**src/debug_serial_consts.svh**
```systemverilog
`ifndef DEBUG_SERIAL_CONSTS_SVH
`define DEBUG_SERIAL_CONSTS_SVH
// long-low threshold that marks a speed sync request, in serial clock cycles
`define SYNC_DETECT_CYCLES 10'h0080
// inactivity window between falling edges, in serial clock cycles
`define TIMEOUT_CYCLES 10'h0200
// quiet gap before the sync answer, in serial clock cycles
`define SYNC_DELAY_CYCLES 10'h0010
// low time of the sync answer pulse, in serial clock cycles
`define SYNC_LOW_CYCLES 10'h0080
// low time below which a bit reads as one, in serial clock cycles
`define BIT_ONE_CYCLES 10'h0040
// width of the cycle counters
`define CNT_W 10
`endif

```
**src/debug_serial_pkg.sv**
```systemverilog
package debug_serial_pkg;
    // link-level states of the receive supervisor
    typedef enum logic [2:0] {
        st_idle = 3'b000,
        st_low = 3'b001,
        st_high = 3'b011,
        st_sync_wait = 3'b010,
        st_sync_delay = 3'b110,
        st_sync_low = 3'b111,
        st_sync_pulse = 3'b101
    } link_state_e;
    // events reported to the command layer
    typedef struct packed {
        logic bit_valid;
        logic sync_seen;
        logic soft_reset;
    } link_event_s;
    // drive of the shared debug pin
    typedef struct packed {
        logic pin_out;
        logic pin_oe;
    } pin_drive_s;
endpackage : debug_serial_pkg

```
**src/debug_serial_timeout.sv**
```systemverilog
`timescale 1ns/10ps
`include "debug_serial_consts.svh"
// Summary of operation
// - low beyond 128 cycles means sync request
// - sync waits for rise with no timeout
// - early release accepts bit, awaits next edge
// - 512 cycles without edge discards command
// - unfetched read data dropped after 512
// - handshake on suspends timeout until acknowledge
// - acknowledge re-arms 512-cycle timeout
// - timeout active during partial command or read
// - after soft reset next edge starts anew
// - sync answer: wait, 16, low 128, pulse
// - handshake disabled out of reset
module debug_serial_timeout
    import debug_serial_pkg::*;
(
    input wire logic ref_clk,
    input wire logic reset_n,
    input wire logic debug_serial_pin_in,
    output logic debug_serial_pin_out,
    output logic debug_serial_pin_oe,
    input wire logic transfer_open,
    input wire logic read_pending,
    input wire logic ack_enable_cmd,
    input wire logic ack_disable_cmd,
    input wire logic ack_pulse,
    output logic bit_valid,
    output logic bit_value,
    output logic sync_seen,
    output logic soft_reset,
    output logic handshake_on,
    output logic timeout_suspended
);
    logic pin_level; // synchronised pin
    logic pin_prev; // previous synchronised level for edge detection
    logic fall; // falling edge of the synchronised pin
    logic rise; // rising edge of the synchronised pin
    link_state_e state;
    link_state_e next_state;
    logic [`CNT_W-1:0] phase_cnt; // low time, sync delay or sync low time
    logic [`CNT_W-1:0] next_phase_cnt;
    logic [`CNT_W-1:0] idle_cnt; // cycles since last falling edge
    logic [`CNT_W-1:0] next_idle_cnt;
    logic armed; // a transfer is open or a read is pending, and the timeout may fire
    logic next_armed;
    logic suspend; // waiting on acknowledge with handshake on
    logic next_suspend;
    logic acked; // acknowledge already given for the pending read
    logic next_acked;
    logic next_handshake_on;
    link_event_s ev;
    link_event_s next_ev;
    logic next_bit_value;
    pin_drive_s drive;
    pin_drive_s next_drive;

    // the pin follows the host's timing, so it is synchronised first
    pin_sync u_pin_sync (
        .ref_clk(ref_clk),
        .reset_n(reset_n),
        .pin_async(debug_serial_pin_in),
        .pin_level(pin_level)
    );

    // edges of the agreed pin level; pin_prev resets high so reset makes no edge
    assign fall = pin_prev & ~pin_level;
    assign rise = ~pin_prev & pin_level;
    // outputs unpacked from the registered carriers
    assign bit_valid = ev.bit_valid;
    assign sync_seen = ev.sync_seen;
    assign soft_reset = ev.soft_reset;
    assign debug_serial_pin_out = drive.pin_out;
    assign debug_serial_pin_oe = drive.pin_oe;
    assign timeout_suspended = suspend;

    // next values for the link sequencer, the timeout and the handshake mode
    always_comb begin
        next_state = state;
        next_phase_cnt = phase_cnt;
        next_idle_cnt = idle_cnt;
        next_armed = armed;
        next_suspend = suspend;
        next_acked = acked;
        next_handshake_on = handshake_on;
        next_ev = '0;
        next_bit_value = bit_value;
        next_drive = '0;
        // mode commands; disable wins if both arrive together
        if (ack_enable_cmd) begin
            next_handshake_on = 1'b1;
        end
        if (ack_disable_cmd) begin
            next_handshake_on = 1'b0;
        end
        // an acknowledge is remembered until the read is fetched or dropped,
        // otherwise the still-pending read would freeze the timeout again
        if (ack_pulse) begin
            next_acked = 1'b1;
        end
        if (!read_pending) begin
            next_acked = 1'b0;
        end
        // read waiting on acknowledge: freeze the timeout only with handshake on
        if (handshake_on && read_pending && !ack_pulse && !acked) begin
            next_suspend = 1'b1;
        end
        if (ack_pulse || !read_pending) begin
            next_suspend = 1'b0;
        end
        // armed follows the command layer: nothing outstanding, nothing to drop
        next_armed = transfer_open || read_pending;
        // inactivity counter, saturating at the expiry value
        if (fall) begin
            next_idle_cnt = '0;
        end else if (!suspend && idle_cnt != `TIMEOUT_CYCLES) begin
            next_idle_cnt = idle_cnt + 1'b1;
        end
        // the acknowledge restarts the window; placed after the count so it wins
        if (ack_pulse) begin
            next_idle_cnt = '0;
        end
        // link sequencer: bit timing, sync detection and the sync answer
        unique case (state)
            st_idle, st_high: begin
                if (fall) begin
                    next_state = st_low;
                    next_phase_cnt = '0;
                    next_armed = 1'b1;
                end else if (state == st_high && armed && !suspend
                             && idle_cnt == `TIMEOUT_CYCLES - 1'b1) begin
                    // expiry discards the command or unfetched read data only
                    next_ev.soft_reset = 1'b1;
                    next_armed = 1'b0;
                    next_suspend = 1'b0;
                    next_state = st_idle;
                end
            end
            st_low: begin
                if (rise) begin
                    next_ev.bit_valid = 1'b1;
                    // low time is phase_cnt plus one
                    next_bit_value = (phase_cnt < `BIT_ONE_CYCLES - 1'b1);
                    next_state = st_high;
                end else if (phase_cnt == `SYNC_DETECT_CYCLES) begin
                    // low longer than the threshold: sync, partial transfer dropped
                    next_ev.sync_seen = 1'b1;
                    next_ev.soft_reset = 1'b1;
                    next_armed = 1'b0;
                    next_suspend = 1'b0;
                    next_state = st_sync_wait;
                end else begin
                    next_phase_cnt = phase_cnt + 1'b1;
                end
            end
            st_sync_wait: begin
                // no timeout here: the pin may stay low forever
                next_idle_cnt = '0;
                if (rise) begin
                    next_phase_cnt = '0;
                    next_state = st_sync_delay;
                end
            end
            st_sync_delay: begin
                if (phase_cnt == `SYNC_DELAY_CYCLES - 1'b1) begin
                    next_phase_cnt = '0;
                    next_drive = '{pin_out: 1'b0, pin_oe: 1'b1};
                    next_state = st_sync_low;
                end else begin
                    next_phase_cnt = phase_cnt + 1'b1;
                end
            end
            st_sync_low: begin
                if (phase_cnt == `SYNC_LOW_CYCLES - 1'b1) begin
                    next_drive = '{pin_out: 1'b1, pin_oe: 1'b1};
                    next_state = st_sync_pulse;
                end else begin
                    next_drive = '{pin_out: 1'b0, pin_oe: 1'b1};
                    next_phase_cnt = phase_cnt + 1'b1;
                end
            end
            st_sync_pulse: begin
                // drive released this cycle; our own pulse is not a host edge
                next_state = st_idle;
            end
            default: begin
                next_state = st_idle;
            end
        endcase
    end

    // register every piece of state; handshake starts disabled
    always_ff @(posedge ref_clk or negedge reset_n) begin
        if (!reset_n) begin
            state <= st_idle;
            phase_cnt <= '0;
            idle_cnt <= '0;
            armed <= 1'b0;
            suspend <= 1'b0;
            acked <= 1'b0;
            handshake_on <= 1'b0;
            ev <= '0;
            bit_value <= 1'b0;
            drive <= '0;
            pin_prev <= 1'b1;
        end else begin
            state <= next_state;
            phase_cnt <= next_phase_cnt;
            idle_cnt <= next_idle_cnt;
            armed <= next_armed;
            suspend <= next_suspend;
            acked <= next_acked;
            handshake_on <= next_handshake_on;
            ev <= next_ev;
            bit_value <= next_bit_value;
            drive <= next_drive;
            pin_prev <= pin_level;
        end
    end
endmodule : debug_serial_timeout

```
**src/pin_sync.sv**
```systemverilog
`timescale 1ns/10ps
// three-stage input synchroniser: the level changes once stages two and three agree
module pin_sync (
    input wire logic ref_clk,
    input wire logic reset_n,
    input wire logic pin_async,
    output logic pin_level
);
    logic [2:0] stage; // stage[0] is read only by stage[1]
    logic [2:0] next_stage;
    logic next_pin_level;

    // shift and accept only agreed values
    always_comb begin
        next_stage = {stage[1:0], pin_async};
        next_pin_level = (stage[2] == stage[1]) ? stage[1] : pin_level;
    end

    // idle line is high, so reset to one
    always_ff @(posedge ref_clk or negedge reset_n) begin
        if (!reset_n) begin
            stage <= 3'h7;
            pin_level <= 1'b1;
        end else begin
            stage <= next_stage;
            pin_level <= next_pin_level;
        end
    end
endmodule : pin_sync
```
**config.mk**
```make
export PLATFORM = sky130hd
export DESIGN_NAME = debug_serial_timeout
export DESIGN_NICKNAME = d
export VERILOG_FILES = /design/src/debug_serial_pkg.sv /design/src/debug_serial_timeout.sv /design/src/pin_sync.sv
export VERILOG_INCLUDE_DIRS = /design/src
export SDC_FILE = /design/constraint.sdc
export NUM_CORES = 1
export LEC_CHECK = 0
export ABC_AREA = 1
export BUFFER_PORTS_ARGS = -buffer_cell sky130_fd_sc_hd__buf_2
export CAP_MARGIN = 20
export CORE_MARGIN = 5
export CORE_UTILIZATION = 60
export DETAILED_ROUTE_END_ITERATION = 8
export GPL_TIMING_DRIVEN = 0
export HOLD_SLACK_MARGIN = 0.1
export PLACE_DENSITY = 0.86
export SYNTH_ARGS = -nofsm -noshare
export SYNTH_HDL_FRONTEND = slang
export SYNTH_SLANG_ARGS = --single-unit
```
**constraint.sdc**
```tcl
create_clock -name ref_clk -period 3.7 [get_ports ref_clk]
set_clock_uncertainty 0.2 [all_clocks]
set_input_delay 0 -clock ref_clk [delete_from_list [all_inputs] [get_ports ref_clk]]
set_output_delay 0 -clock ref_clk [all_outputs]
set_load 0.02 [all_outputs]
```
==> reports/summary.md <==
• **portion of synthesized cell area occupied by the leading cell type** 38.48%
• **number of standard-cell rows in the floorplan** 21
• **drt pass-1 iters** 4
• **Tcrit/Tclk final** 54.02%
• **highest fanout seen on the critical path** 9
• **total congestion overflow after global routing** 0
• **Int Power** 0.7322 mW
• **Ant. Diodes** 0
• **full die area** 4872 µm²
• **synth cell count leaders** sky130_fd_sc_hd__nand2_1, sky130_fd_sc_hd__inv_1, sky130_fd_sc_hd__nor2_1
• **Core Region** 3390 µm²
• **Warnings, synthesis** 0
• **final core area utilization** 72.50%
• **Clock Pin Slew Worst Setup and Hold Paths** 120 ps
• **DRT iter0 DRCs** 165
• **Rel. slew slack** 45.56%
• **hpwl dp** 3046 µm
• **antenna viol nets, final** 0
• **share of total power consumed by net switching** 38.52%
• **most area-hungry cell type in the Yosys netlist** sky130_fd_sc_hd__dfrtp_1
• **post-CTS setup-driven buffer insertion count** 0
• **number of antenna violations at the first check in global routing** 0
• **leakage power** 1.299 nW
• **instance area after placement** 2278 µm²
• **worst hold path type** in2async
• **post-detailed-route wirelength per cell** 12.08 µm
• **max-slew violations** 0
• **ratio of total power to cell area** 484.7 nW/µm²
• **sequential fraction of design power** 41.8%
• **startpoint-to-endpoint class of the critical path** reg2reg
• **Hold Vio Cnt, Final** 0
• **vias per inst** 5.173
• **final instance count without filler cells** 369
• **GPL Wtd Cong** 0.8751
• **leading post-synthesis cells by cell area** sky130_fd_sc_hd__dfrtp_1, sky130_fd_sc_hd__nand2_1, sky130_fd_sc_hd__inv_1, sky130_fd_sc_hd__nor2_1, sky130_fd_sc_hd__dfstp_2
• **All-Layer GR Usage** 20.18%
• **Max Freq** 0.5003 GHz
• **TNS Setup** 0 ps
• **total of max-cap violations** 0
• **DRC viols** 0
• **number of global-route vias before repair** 1,866
• **final design area excluding fillers** 2457 µm²
• **post-route worst setup slack** 1701 ps
• **leading cell type by number of instances after synthesis** sky130_fd_sc_hd__nand2_1
• **RSZ-0062 raised after global routing** false
• **Worst Tran Pin Value** 816.6 ps
• **count of flip-flops with a built-in enable after synthesis** 0
• **fraction of final layout cells with drive strength greater than 1** 15.48%
• **effective utilization at floorplan** 63.31%
• **arrival time reported for the critical path endpoint** 2050 ps
• **sort of element at the start of the critical path** flop
• **area of the mapped netlist** 2146 µm²
• **syn avg cell area** 7.399 µm²
• **count of state elements after synthesis** 38
• **IO buf count** 15
• **prevailing post-synth register cell** sky130_fd_sc_hd__dfrtp_1
• **maximum number of pins on one net before global-route repair** 39
• **vertical extent of the die** 69.80 µm
• **fin nets** 334
• **clock latency reported for the late side of the worst-skew pair** 350 ps
• **gate count of the mapped netlist** 290
• **Ports** 16
• **outcome** completed
• **Final Hold Slack** 60.98 ps
• **total net switching power** 0.4588 mW
• **Post-Synthesis Net Count** 302
• **total clock buffers created by CTS** 5
• **CTS tree** done
• **maximum root-to-sink buffer count** 2
• **CP Data Required Time** 3750 ps
• **number of clock sinks** 38
• **maximum vdd ir drop** 0.4923 mV
• **unique cell type count in the Yosys netlist** 29
• **wire length of the first global-routing pass** 8031 µm
• **number of levels the H-tree was split into** 2
• **fraction of registers with async set/reset** 100.0%
• **Clock power frac** 22.3%
• **chip width** 69.80 µm
• **register area share after synthesis** 44.61%
• **Min Clock Period, post-route** 1999 ps
• **cell count after placement** 351
• **final wirelength** 4458 µm
• **area added between synthesis and finish** 14.52%
• **number of vias after detailed routing** 1,909
• **type of element capturing the critical path** flop
• **cell at the root of the clock tree** sky130_fd_sc_hd__clkbuf_4
• **total power consumption of the routed design** 1.191 mW
• **worst slack at placement** 1720 ps
• **total setup violations reported at the end of the flow** 0
• **proportion of power drawn by combinational gates** 35.9%
[metal layers]
metal,part of all wire (%),track usage (%),wire length (µm),up-vias
met1,43,24.27,1896,868
met2,49,34.52,2200,65
met3,5.9,4.928,265,12
met5,0,0,0,-
met4,2.2,7.872,96,0
li1,-,-,-,964
[power by group through the flow]
stage | Clock [mW] | Sequential, mW | Combinational [mW]
after detailed placement | 0 | 0.504 | 0.414
final | 0.266 | 0.497 | 0.428
after CTS | 0.272 | 0.497 | 0.426
after global routing | 0.292 | 0.504 | 0.486
after global placement | 0 | 0.503 | 0.407
after floorplan | 0 | 0.505 | 0.315
[repair_timing]
| action | 4_1_cts | 5_1_grt |
|---|---|---|
| hold endpoints to repair | 53 | 0 |
| resized for setup | 0 | 0 |
| hold buffers | 10 | 0 |
[critical path: stages (launching register included)]
cell	delay (ps)
sky130_fd_sc_hd__dfrtp_1	400
sky130_fd_sc_hd__ha_1	220
sky130_fd_sc_hd__nand3_1	130
sky130_fd_sc_hd__nor2_1	140
sky130_fd_sc_hd__nand2_1	110
sky130_fd_sc_hd__a21oi_2	420
sky130_fd_sc_hd__nor2_1	130
sky130_fd_sc_hd__nand2_2	80
sky130_fd_sc_hd__nand2_1	50
[worst paths after layout]
check / start / to / slack [ps] / cells past startpoint
setup / recovery: phase_cnt[0] / phase_cnt[9] / 1700 / 8
hold / removal: reset_n / handshake_on / 60 / 2
setup reg to reg: phase_cnt[0] / phase_cnt[9] / 1700 / 8
hold reg to reg: u_pin_sync.stage[0] / u_pin_sync.stage[1] / 160 / 0
max in group asynchronous: reset_n / soft_reset / 2720 / 2
min in group ref_clk: u_pin_sync.stage[0] / u_pin_sync.stage[1] / 160 / 0
[flip-flops by register name, indices dropped and copies added (netlist names), 3 cells and up]
name and flops:
state 3, u_pin_sync.stage 3, phase_cnt 10, idle_cnt 10
[cells by family after synthesis]
kind of cell    Yosys count  synth area share [%]
simple gates            156                 31.14
buf+inv                  51                 9.562
flops                    38                 44.61
compound gates           36                 10.26
fa+ha+maj                 5                 2.799
xor+xnor                  4                 1.633
[layout make-up]
| cell class | instances | area [µm²] |
|---|---|---|
| buffer | 3 | 25.02 |
| clock buffer | 8 | 78.83 |
| fill | 253 | 932.1 |
| multi-input combinational | 201 | 983.4 |
| timing repair buffer | 25 | 175.2 |
| tap | 46 | 57.56 |
| sequential | 38 | 957.2 |
| inverter | 48 | 180.2 |
[cells in the final DEF (no fill, tap or decap), drive strengths merged]
master,instances
dfstp,5
xnor2,1
nand2,85
o211a,1
dlygate4sd3,10
o21a,1
clkbuf,9
buf,17
dfrtp,33
a21oi,9
xor2,3
ha,4
nand3b,3
nor2,40
a22oi,1
nor3,3
maj3,1
nand3,22
inv,48
nand4,3
o21ai,24
Note: power is estimated with default switching activity, not from simulation.
